`config.mk`:
```
export PLATFORM = sky130hd
export DESIGN_NAME = wdt_top
export DESIGN_NICKNAME = d
export VERILOG_FILES = /design/src/shared/wdt_pkg.sv /design/src/logic/wdt_top.sv /design/src/logic/wdt_prescaler.sv /design/src/logic/wdt_irq.sv
export VERILOG_INCLUDE_DIRS = /design/src /design/src/shared
export SDC_FILE = /design/constraint.sdc
export NUM_CORES = 1
export LEC_CHECK = 0
export BUFFER_PORTS_ARGS = -buffer_cell sky130_fd_sc_hd__clkbuf_2
export CORE_MARGIN = 8
export CORE_UTILIZATION = 60
export CTS_BUF_LIST = sky130_fd_sc_hd__clkbuf_16
export CTS_CLUSTER_DIAMETER = 40
export DETAILED_ROUTE_END_ITERATION = 7
export GPL_TIMING_DRIVEN = 1
export PLACE_DENSITY = 0.81
export SYNTH_ARGS = -nofsm -noshare
export SYNTH_HDL_FRONTEND = slang
export SYNTH_HIERARCHICAL = 1
export SYNTH_SLANG_ARGS = --single-unit
```
`constraint.sdc`:
```
create_clock -name clk -period 4.93 [get_ports clk]
set_input_delay 0.493 -clock clk [delete_from_list [all_inputs] [get_ports clk]]
set_output_delay 0.493 -clock clk [all_outputs]
set_load 0.005 [all_outputs]
```
`src/shared/wdt_cfg.svh`:
```
`ifndef WDT_CFG_SVH
`define WDT_CFG_SVH

// ------------------------------------------------------------------
// register map (byte addresses on the 8-bit register port)
// ------------------------------------------------------------------
`define WDT_ADDR_CTRL    8'h29
`define WDT_ADDR_IRQ_ST  8'h30
`define WDT_ADDR_IRQ_EN  8'h31
`define WDT_ADDR_IRQ_CLR 8'h32

// ------------------------------------------------------------------
// control register fields and reset values
// ------------------------------------------------------------------
`define WDT_BIT_HALT_DIS 6
`define WDT_BIT_SRC_SEL  7
`define WDT_CNT_LOAD     8'hff
`define WDT_CTRL_RESET   8'h3f

// ------------------------------------------------------------------
// interrupt status layout
// ------------------------------------------------------------------
`define WDT_IRQ_UNDERFLOW 0
`define WDT_IRQ_BAD_HALT  1
`define WDT_IRQ_COUNT     2

// ------------------------------------------------------------------
// timing counts in system clock cycles
// ------------------------------------------------------------------
`define WDT_DIV_SLOW 512
`define WDT_DIV_FAST 16
`define WDT_RST_HOLD 16

`endif

```
`src/shared/wdt_pkg.sv`:
```
package wdt_pkg;

   // watchdog sequencing states
   typedef enum logic [1:0]
   {
      WDT_IDLE = 2'b00,  // stopped since reset
      WDT_RUN  = 2'b01,  // counting down
      WDT_RST  = 2'b10   // driving internal reset
   } wdt_state_t;

endpackage

```
`src/logic/wdt_top.sv`:
```
`include "wdt_cfg.svh"

// ------------------------------------------------------------------
// Overview of operation
// - counter is eight bits, counting down
// - reset and control write load all ones
// - low six write bits are ignored
// - stopped after reset until first write
// - underflow raises internal reset, then stopped until written
// - never written means never any underflow
// - read gives counter top, flag, source
// - flag set makes halt instruction reset
// - halt-disable flag cleared only by reset
// - fast source underflow after 256 ticks
// - slow source interval uses same count
// - counting continues through wait and stabilise
// - control reads 0x3f after reset
// ------------------------------------------------------------------
module wdt_top
#(
   parameter int DIV_SLOW = `WDT_DIV_SLOW,
   parameter int DIV_FAST = `WDT_DIV_FAST,
   parameter int RST_HOLD = `WDT_RST_HOLD
)
(
   input  wire logic       clk,
   input  wire logic       sys_rst,
   input  wire logic [7:0] reg_addr,
   input  wire logic [7:0] reg_wdata,
   input  wire logic       reg_wr,
   input  wire logic       reg_rd,
   output logic      [7:0] reg_rdata,
   input  wire logic       clock_halt_instruction,
   output logic            halt_grant,
   output logic            wdt_reset_out,
   output logic            irq
);

   localparam int HW = $clog2(RST_HOLD + 1);

   // ------------------------------------------------------------------
   // elaboration checks
   // ------------------------------------------------------------------
   generate
      if (RST_HOLD < 2)
      begin : g_bad_hold
         $error("wdt_top: reset hold must be at least two cycles");
      end
   endgenerate

   // ------------------------------------------------------------------
   // state
   // ------------------------------------------------------------------
   wdt_pkg::wdt_state_t state_reg;   // sequencing state
   logic [7:0]          cnt_reg;     // watchdog counter
   logic                halt_dis_reg; // sticky halt-disable flag
   logic                src_sel_reg; // count source select
   logic [HW-1:0]       hold_reg;    // reset hold countdown
   logic                tick;        // one-cycle count enable

   // ------------------------------------------------------------------
   // decode
   // ------------------------------------------------------------------
   logic wr_ctrl;    // write to control register
   logic wr_en;      // write to interrupt enable
   logic wr_clr;     // write to interrupt clear
   logic running;    // counter may decrement
   logic underflow;  // counter wraps this cycle
   logic bad_halt;   // halt attempted while disabled
   logic [`WDT_IRQ_COUNT-1:0] irq_status; // sticky flags
   logic [`WDT_IRQ_COUNT-1:0] irq_enable; // mask
   logic [`WDT_IRQ_COUNT-1:0] irq_events; // one-cycle sources
   logic [`WDT_IRQ_COUNT-1:0] irq_clear;  // clear mask

   // address decode for writes
   always_comb
   begin
      wr_ctrl = 1'b0;
      wr_en   = 1'b0;
      wr_clr  = 1'b0;
      if (reg_wr && reg_addr == `WDT_ADDR_CTRL)
         wr_ctrl = 1'b1;
      else if (reg_wr && reg_addr == `WDT_ADDR_IRQ_EN)
         wr_en = 1'b1;
      else if (reg_wr && reg_addr == `WDT_ADDR_IRQ_CLR)
         wr_clr = 1'b1;
   end

   // count only in run state; no wait or stop input gates it
   assign running = (state_reg == wdt_pkg::WDT_RUN);

   // wrap from zero on a tick, unless a write reloads first
   assign underflow = running && tick && (cnt_reg == 8'h00) && !wr_ctrl;

   // halt attempt while disabled is an undefined instruction
   assign bad_halt = clock_halt_instruction && halt_dis_reg;

   // ------------------------------------------------------------------
   // count source divider
   // ------------------------------------------------------------------
   wdt_prescaler
   #(
      .DIV_SLOW (DIV_SLOW),
      .DIV_FAST (DIV_FAST)
   )
   u_pre
   (
      .clk     (clk),
      .sys_rst (sys_rst),
      .clear   (wr_ctrl),
      .enable  (running),
      .src_sel (src_sel_reg),
      .tick    (tick)
   );

   // ------------------------------------------------------------------
   // sequencing: idle until written, run, then reset pulse
   // ------------------------------------------------------------------
   always_ff @(posedge clk or posedge sys_rst)
   begin
      if (sys_rst)
         state_reg <= wdt_pkg::WDT_IDLE;
      else
      begin
         case (state_reg)
            wdt_pkg::WDT_IDLE:
               // a forbidden halt outranks the starting write
               if (bad_halt)
                  state_reg <= wdt_pkg::WDT_RST;
               else if (wr_ctrl)
                  state_reg <= wdt_pkg::WDT_RUN;
            wdt_pkg::WDT_RUN:
               if (underflow || bad_halt)
                  state_reg <= wdt_pkg::WDT_RST;
            wdt_pkg::WDT_RST:
               // after the hold the chip restarts; we go back stopped
               if (hold_reg == HW'(1) && !bad_halt)
                  state_reg <= wdt_pkg::WDT_IDLE;
            default:
               state_reg <= wdt_pkg::WDT_IDLE;
         endcase
      end
   end

   // reset hold countdown; a forbidden halt in the hold starts it over
   always_ff @(posedge clk or posedge sys_rst)
   begin
      if (sys_rst)
         hold_reg <= '0;
      else if (state_reg != wdt_pkg::WDT_RST || bad_halt)
         hold_reg <= HW'(RST_HOLD);
      else if (hold_reg != '0)
         hold_reg <= hold_reg - HW'(1);
   end

   // internal reset level while in the reset state
   assign wdt_reset_out = (state_reg == wdt_pkg::WDT_RST);

   // ------------------------------------------------------------------
   // counter
   // ------------------------------------------------------------------
   always_ff @(posedge clk or posedge sys_rst)
   begin
      if (sys_rst)
         cnt_reg <= `WDT_CNT_LOAD;
      else if (wr_ctrl)
         cnt_reg <= `WDT_CNT_LOAD;
      else if (state_reg == wdt_pkg::WDT_RST)
         cnt_reg <= `WDT_CNT_LOAD;
      else if (running && tick)
         cnt_reg <= cnt_reg - 8'h01;
   end

   // ------------------------------------------------------------------
   // control flags
   // ------------------------------------------------------------------
   // halt-disable: software can set it, only reset clears it
   always_ff @(posedge clk or posedge sys_rst)
   begin
      if (sys_rst)
         halt_dis_reg <= 1'b0;
      else if (wr_ctrl && reg_wdata[`WDT_BIT_HALT_DIS])
         halt_dis_reg <= 1'b1;
   end

   // count source select follows each control write
   always_ff @(posedge clk or posedge sys_rst)
   begin
      if (sys_rst)
         src_sel_reg <= 1'b0;
      else if (wr_ctrl)
         src_sel_reg <= reg_wdata[`WDT_BIT_SRC_SEL];
   end

   // halt permitted: registered one-cycle grant
   always_ff @(posedge clk or posedge sys_rst)
   begin
      if (sys_rst)
         halt_grant <= 1'b0;
      else
         halt_grant <= clock_halt_instruction && !halt_dis_reg;
   end

   // ------------------------------------------------------------------
   // interrupt flags
   // ------------------------------------------------------------------
   assign irq_events[`WDT_IRQ_UNDERFLOW] = underflow;
   assign irq_events[`WDT_IRQ_BAD_HALT]  = bad_halt;
   assign irq_clear = wr_clr ? reg_wdata[`WDT_IRQ_COUNT-1:0] : '0;

   wdt_irq
   #(
      .N (`WDT_IRQ_COUNT)
   )
   u_irq
   (
      .clk         (clk),
      .sys_rst     (sys_rst),
      .event_set   (irq_events),
      .clear_mask  (irq_clear),
      .enable_wr   (wr_en),
      .enable_data (reg_wdata[`WDT_IRQ_COUNT-1:0]),
      .status      (irq_status),
      .enable      (irq_enable),
      .irq         (irq)
   );

   // ------------------------------------------------------------------
   // read port: data stand one cycle after the strobe, then zero
   // ------------------------------------------------------------------
   always_ff @(posedge clk or posedge sys_rst)
   begin
      if (sys_rst)
         reg_rdata <= 8'h00;
      else if (!reg_rd)
         reg_rdata <= 8'h00;
      else if (reg_addr == `WDT_ADDR_CTRL)
         // top six counter bits land in the low field
         reg_rdata <= {src_sel_reg, halt_dis_reg, cnt_reg[7:2]};
      else if (reg_addr == `WDT_ADDR_IRQ_ST)
         reg_rdata <= 8'(irq_status);
      else if (reg_addr == `WDT_ADDR_IRQ_EN)
         reg_rdata <= 8'(irq_enable);
      else
         // clear register and unmapped addresses read zero
         reg_rdata <= 8'h00;
   end

   // ------------------------------------------------------------------
   // assertions
   // ------------------------------------------------------------------
   // helper: cycles since the last tick while running
   logic [15:0] gap_cnt;

   // counts cycles between ticks so spacing can be checked
   always_ff @(posedge clk or posedge sys_rst)
   begin
      if (sys_rst)
         gap_cnt <= 16'h0000;
      else if (!running || tick || wr_ctrl)
         gap_cnt <= 16'h0000;
      else
         gap_cnt <= gap_cnt + 16'h0001;
   end

   reload_ff_a: assert property (
      @(posedge clk) disable iff (sys_rst)
      wr_ctrl && !bad_halt && state_reg != wdt_pkg::WDT_RST
      |=> (cnt_reg == `WDT_CNT_LOAD) && running)
      else $error("control write did not reload and start the counter");

   step_down_a: assert property (
      @(posedge clk) disable iff (sys_rst)
      running && tick && !wr_ctrl && cnt_reg != 8'h00 && !bad_halt
      |=> cnt_reg == $past(cnt_reg) - 8'h01)
      else $error("counter did not step down by one on a tick");

   idle_frozen_a: assert property (
      @(posedge clk) disable iff (sys_rst)
      state_reg == wdt_pkg::WDT_IDLE && !wr_ctrl && !bad_halt
      |=> $stable(cnt_reg) && !wdt_reset_out)
      else $error("stopped watchdog changed or reset");

   underflow_rst_a: assert property (
      @(posedge clk) disable iff (sys_rst)
      underflow |=> wdt_reset_out [*2])
      else $error("underflow did not hold internal reset");

   read_layout_a: assert property (
      @(posedge clk) disable iff (sys_rst)
      reg_rd && reg_addr == `WDT_ADDR_CTRL
      |=> reg_rdata == {$past(src_sel_reg), $past(halt_dis_reg),
                        $past(cnt_reg[7:2])})
      else $error("control read layout wrong");

   bad_halt_a: assert property (
      @(posedge clk) disable iff (sys_rst)
      clock_halt_instruction && halt_dis_reg
      |=> wdt_reset_out && !halt_grant)
      else $error("disabled halt did not cause reset");

   flag_sticky_a: assert property (
      @(posedge clk) disable iff (sys_rst)
      halt_dis_reg |=> halt_dis_reg)
      else $error("halt-disable flag cleared without reset");

   tick_spacing_a: assert property (
      @(posedge clk) disable iff (sys_rst)
      tick && !src_sel_reg && $past(running) && !$past(wr_ctrl)
      |-> gap_cnt == 16'(DIV_SLOW - 1))
      else $error("slow tick spacing not the divider length");

   low_bits_ignored_a: assert property (
      @(posedge clk) disable iff (sys_rst)
      wr_ctrl ##1 (reg_rd && reg_addr == `WDT_ADDR_CTRL)
      |=> reg_rdata[5:0] == 6'h3f)
      else $error("written low bits reached the counter");

   cov_underflow_c: cover property (
      @(posedge clk) disable iff (sys_rst) underflow);

   cov_bad_halt_c: cover property (
      @(posedge clk) disable iff (sys_rst) bad_halt);

   cov_kick_c: cover property (
      @(posedge clk) disable iff (sys_rst)
      running && !wr_ctrl ##1 wr_ctrl);

   cov_halt_ok_c: cover property (
      @(posedge clk) disable iff (sys_rst) halt_grant);

endmodule

```
`src/logic/wdt_prescaler.sv`:
```
`include "wdt_cfg.svh"

// count-source divider: one-cycle tick every DIV_SLOW or DIV_FAST cycles
module wdt_prescaler
#(
   parameter int DIV_SLOW = `WDT_DIV_SLOW,
   parameter int DIV_FAST = `WDT_DIV_FAST
)
(
   input  wire logic clk,
   input  wire logic sys_rst,
   input  wire logic clear,
   input  wire logic enable,
   input  wire logic src_sel,
   output logic      tick
);

   localparam int W = $clog2(DIV_SLOW);

   // ------------------------------------------------------------------
   // elaboration checks
   // ------------------------------------------------------------------
   generate
      if (DIV_FAST < 2 || DIV_SLOW < DIV_FAST)
      begin : g_bad_div
         $error("wdt_prescaler: dividers must satisfy 2 <= fast <= slow");
      end
   endgenerate

   logic [W-1:0] div_reg;   // running phase
   logic [W-1:0] div_last;  // terminal phase for the chosen source

   // source select picks the terminal phase
   assign div_last = src_sel ? W'(DIV_FAST - 1) : W'(DIV_SLOW - 1);

   // tick is a pure decode so it lines up with the wrap
   assign tick = enable && (div_reg == div_last);

   // ------------------------------------------------------------------
   // divider; cleared with the counter so every interval starts whole
   // ------------------------------------------------------------------
   always_ff @(posedge clk or posedge sys_rst)
   begin
      if (sys_rst)
         div_reg <= '0;
      else if (clear || !enable)
         div_reg <= '0;
      else if (div_reg >= div_last)
         div_reg <= '0;
      else
         div_reg <= div_reg + W'(1);
   end

endmodule

```
`src/logic/wdt_irq.sv`:
```
`include "wdt_cfg.svh"

// sticky event flags, enable mask and write-one-to-clear
module wdt_irq
#(
   parameter int N = `WDT_IRQ_COUNT
)
(
   input  wire logic         clk,
   input  wire logic         sys_rst,
   input  wire logic [N-1:0] event_set,
   input  wire logic [N-1:0] clear_mask,
   input  wire logic         enable_wr,
   input  wire logic [N-1:0] enable_data,
   output logic      [N-1:0] status,
   output logic      [N-1:0] enable,
   output logic              irq
);

   generate
      if (N < 1 || N > 8)
      begin : g_bad_n
         $error("wdt_irq: event count must be 1 to 8");
      end
   endgenerate

   // ------------------------------------------------------------------
   // one sticky flag per event; a set in the clear cycle survives
   // ------------------------------------------------------------------
   genvar i;
   generate
      for (i = 0; i < N; i++)
      begin : g_flag
         always_ff @(posedge clk or posedge sys_rst)
         begin
            if (sys_rst)
               status[i] <= 1'b0;
            else if (event_set[i])
               status[i] <= 1'b1;
            else if (clear_mask[i])
               status[i] <= 1'b0;
         end
      end
   endgenerate

   // enable mask, plain read/write
   always_ff @(posedge clk or posedge sys_rst)
   begin
      if (sys_rst)
         enable <= '0;
      else if (enable_wr)
         enable <= enable_data;
   end

   // level output while any enabled flag stands
   assign irq = |(status & enable);

endmodule

```
==> results.py <==
metrics = {
    "run_status": {
        "status": "completed",
    },
    "floorplanning": {
        "die-width_um": 73.9,
        "coreArea_um2": 3280,
        "start_util": 0.611,
        "dieArea_um2": 5450,
        "ios": 32,
        "die_h_um": 73.9,
        "rows": 21,
    },
    "sta": {
        "fin_worst_skew_ns": 0.00465,
        "slew_headroom": 0.350,
        "hold_viol": 0,
        "setup_viol": 0,
        "worst_slew_pin_slew_ns": 0.973,
        "report.final.slew_viol_count": 0,
        "setup_tns_ns": 0,
        "fin_crit_sh": 0.456,
        "fin_crit_ns": 2.25,
        "rsz0062_at_grt": "no",
        "fmaxAchievable_mhz": 445,
    },
    "layout": {
        "post-route-util": 0.726,
        "area_growth_syn_to_layout_pct": 18.8,
        "layout_common_cells": "dfrtp_1, clkbuf_2, nand2_1, inv_1, nor2_1",
        "fin_nets": 262,
        "largest_reg_flops": 9,
        "diodes": 0,
        "layout_commonest_cell": "dfrtp_1",
        "seqCellArea_um2": 986,
        "drive_gt1_frac": 0.224,
        "fill_cells": 237,
        "multiInputGateArea_um2": 958,
    },
    "synthesis": {
        "syn_area_um2": 2010,
        "synth_edf_count": 0,
        "yosys_warnings": 6,
        "synthFlopType": "dfrtp_1",
        "synth_area_per_cell_um2": 10.1,
        "mappedNetlistNets": 229,
        "async_flop_share": 1.00,
        "syn_inst": 198,
        "ys_types": 41,
        "synth-seq-cells": 39,
        "ys_seq_area_frac": 0.491,
    },
    "global_route": {
        "grt_max_degree": 27,
        "grt_antenna_before_repair": 0,
        "grt_pass1_wl_mm": 6.91,
        "grt_usage": 0.167,
        "grt_pass1_vias": 1534,
        "gr-total-overflow": 0,
    },
    "routing": {
        "routed_wl_mm": 3.96,
        "viasPerCell": 5.60,
        "first_pass_iters": 4,
        "wl_per_cell_um": 14.2,
        "antenna_left": 0,
        "first_iter_violations": 64,
        "vias": 1557,
        "drc": 0,
    },
    "cts": {
        "post_cts_resize_count": 0,
        "post-cts-setup-buffer-count": 0,
        "cts_inserted_buffers": 5,
        "clk_path_buf_depth": 2,
        "htreeDepth": 2,
        "cts_sinks": 39,
        "path_clk_slew_ns": 0.06,
        "insertion_delay_ns": 0.28,
        "cts_hold_buf": 0,
        "cts-root-buf": "clkbuf_16",
        "cts_tree": "yes",
    },
    "critical_path": {
        "crit_fanout": 7,
        "setup.worst_path.class": "reg2reg",
        "end_kind": "register",
        "start_kind": "register",
        "cp.required_ns": 5.14,
        "arrival_ns": 2.45,
        "r2r-start": "src_sel_reg",
        "worstSetupStartpoint": "src_sel_reg",
    },
    "job": {
        "drv_cap": 0,
    },
    "power": {
        "power_density_nw_per_um2": 389,
        "cellLeakagePower_uw": 0.00111,
        "vdd_ir_drop_max_uv": 273,
    },
    "hold_path": {
        "holdCritPathClass": "in2async",
    },
    "placement": {
        "place.gp.congestion": 0.807,
        "dp_hpwl_mm": 2.99,
        "io_buffers": 27,
    },
}
-- logic make-up (layout without fill, tap and decap cells) --
family                     after synthesis  in the layout  synth area share
and+or+nand+nor                         90             90             0.249
DFF                                     39             39             0.491
AOI/OAI and AO/OA                       27             27            0.0928
buffers and inverters                   17             51            0.0318
xor gates and xnor gates                12             12            0.0523
adders and majority gates               10             10            0.0623
muxes                                    3              3            0.0206
-- worst max-delay path: stages, from the launching register on --
cell and delay, ns:
dfrtp_1 0.47, ha_1 0.37, nand4_1 0.17, nor3_1 0.28, and3b_1 0.33, nand4_1 0.21, o21a_1 0.23, o22ai_1 0.11
-- Yosys cell counts (2+ instances only) --
library cell | count | area (µm²)
a211oi_1 | 5 | 37.5
a21o_1 | 4 | 30.0
a21oi_1 | 5 | 25.0
a2bb2oi_1 | 2 | 17.5
and2_1 | 6 | 37.5
dfrtp_1 | 31 | 776
dfstp_2 | 8 | 210
ha_1 | 10 | 125
inv_1 | 16 | 60.1
mux2_4 | 2 | 30.0
nand2_1 | 19 | 71.3
nand3_1 | 6 | 30.0
nand4_1 | 6 | 37.5
nor2_1 | 15 | 56.3
nor2b_1 | 6 | 37.5
nor3_1 | 10 | 50.1
nor3b_1 | 3 | 22.5
nor4_1 | 4 | 25.0
o211ai_1 | 2 | 15.0
o21ai_0 | 4 | 20.0
or3_1 | 4 | 25.0
xnor2_1 | 6 | 52.6
xor2_1 | 6 | 52.6
-- area by class of cell --
class / count / area share
sequential: 39 / 0.413
multi-input combinational: 142 / 0.402
timing repair buffer: 27 / 0.0566
clock buffer: 5 / 0.0524
clock inverter: 3 / 0.0267
inverter: 16 / 0.0252
tap: 46 / 0.0241
-- through the flow --
step	cell area [µm²]	cells	hold WS (ns)	setup slack [ns]	power (µW)
6_report	2390	278	0.0958	2.68	927
4_1_cts	2390	278	0.0940	2.68	932
2_1_floorplan	2010	198	0.259	2.86	480
3_3_place_gp	2200	270	0.390	2.66	516
5_1_grt	2390	278	0.112	2.47	970
3_5_place_dp	2200	270	0.392	2.59	522
-- metal layers --
metal  wire length, µm  vias up  track usage
met5                 0        -            0
met4                86        0       0.0776
met3               187       10       0.0464
met2              2010       25        0.286
met1              1670      763        0.186
li1                  -      759            -
-- final timing paths --
path / to / slack (ns) / cells past startpoint
max reg2reg: state_reg[1] / 2.68 / 7
min in group clk: halt_dis_reg / 0.42 / 2
max: state_reg[1] / 2.68 / 7
min: u_irq/status[1] / 0.1 / 2
min reg2reg: halt_grant / 0.48 / 1
max in group asynchronous: reg_rdata[5] / 3.89 / 2
-- power breakdown --
group,internal [µW],leakage (µW),switching [µW]
clock,288,0.0000952,122
sequential,347,0.000497,27.7
combinational,64.4,0.000519,78.7
total,699,0.00111,228
Power figures use the tool's default switching activity.
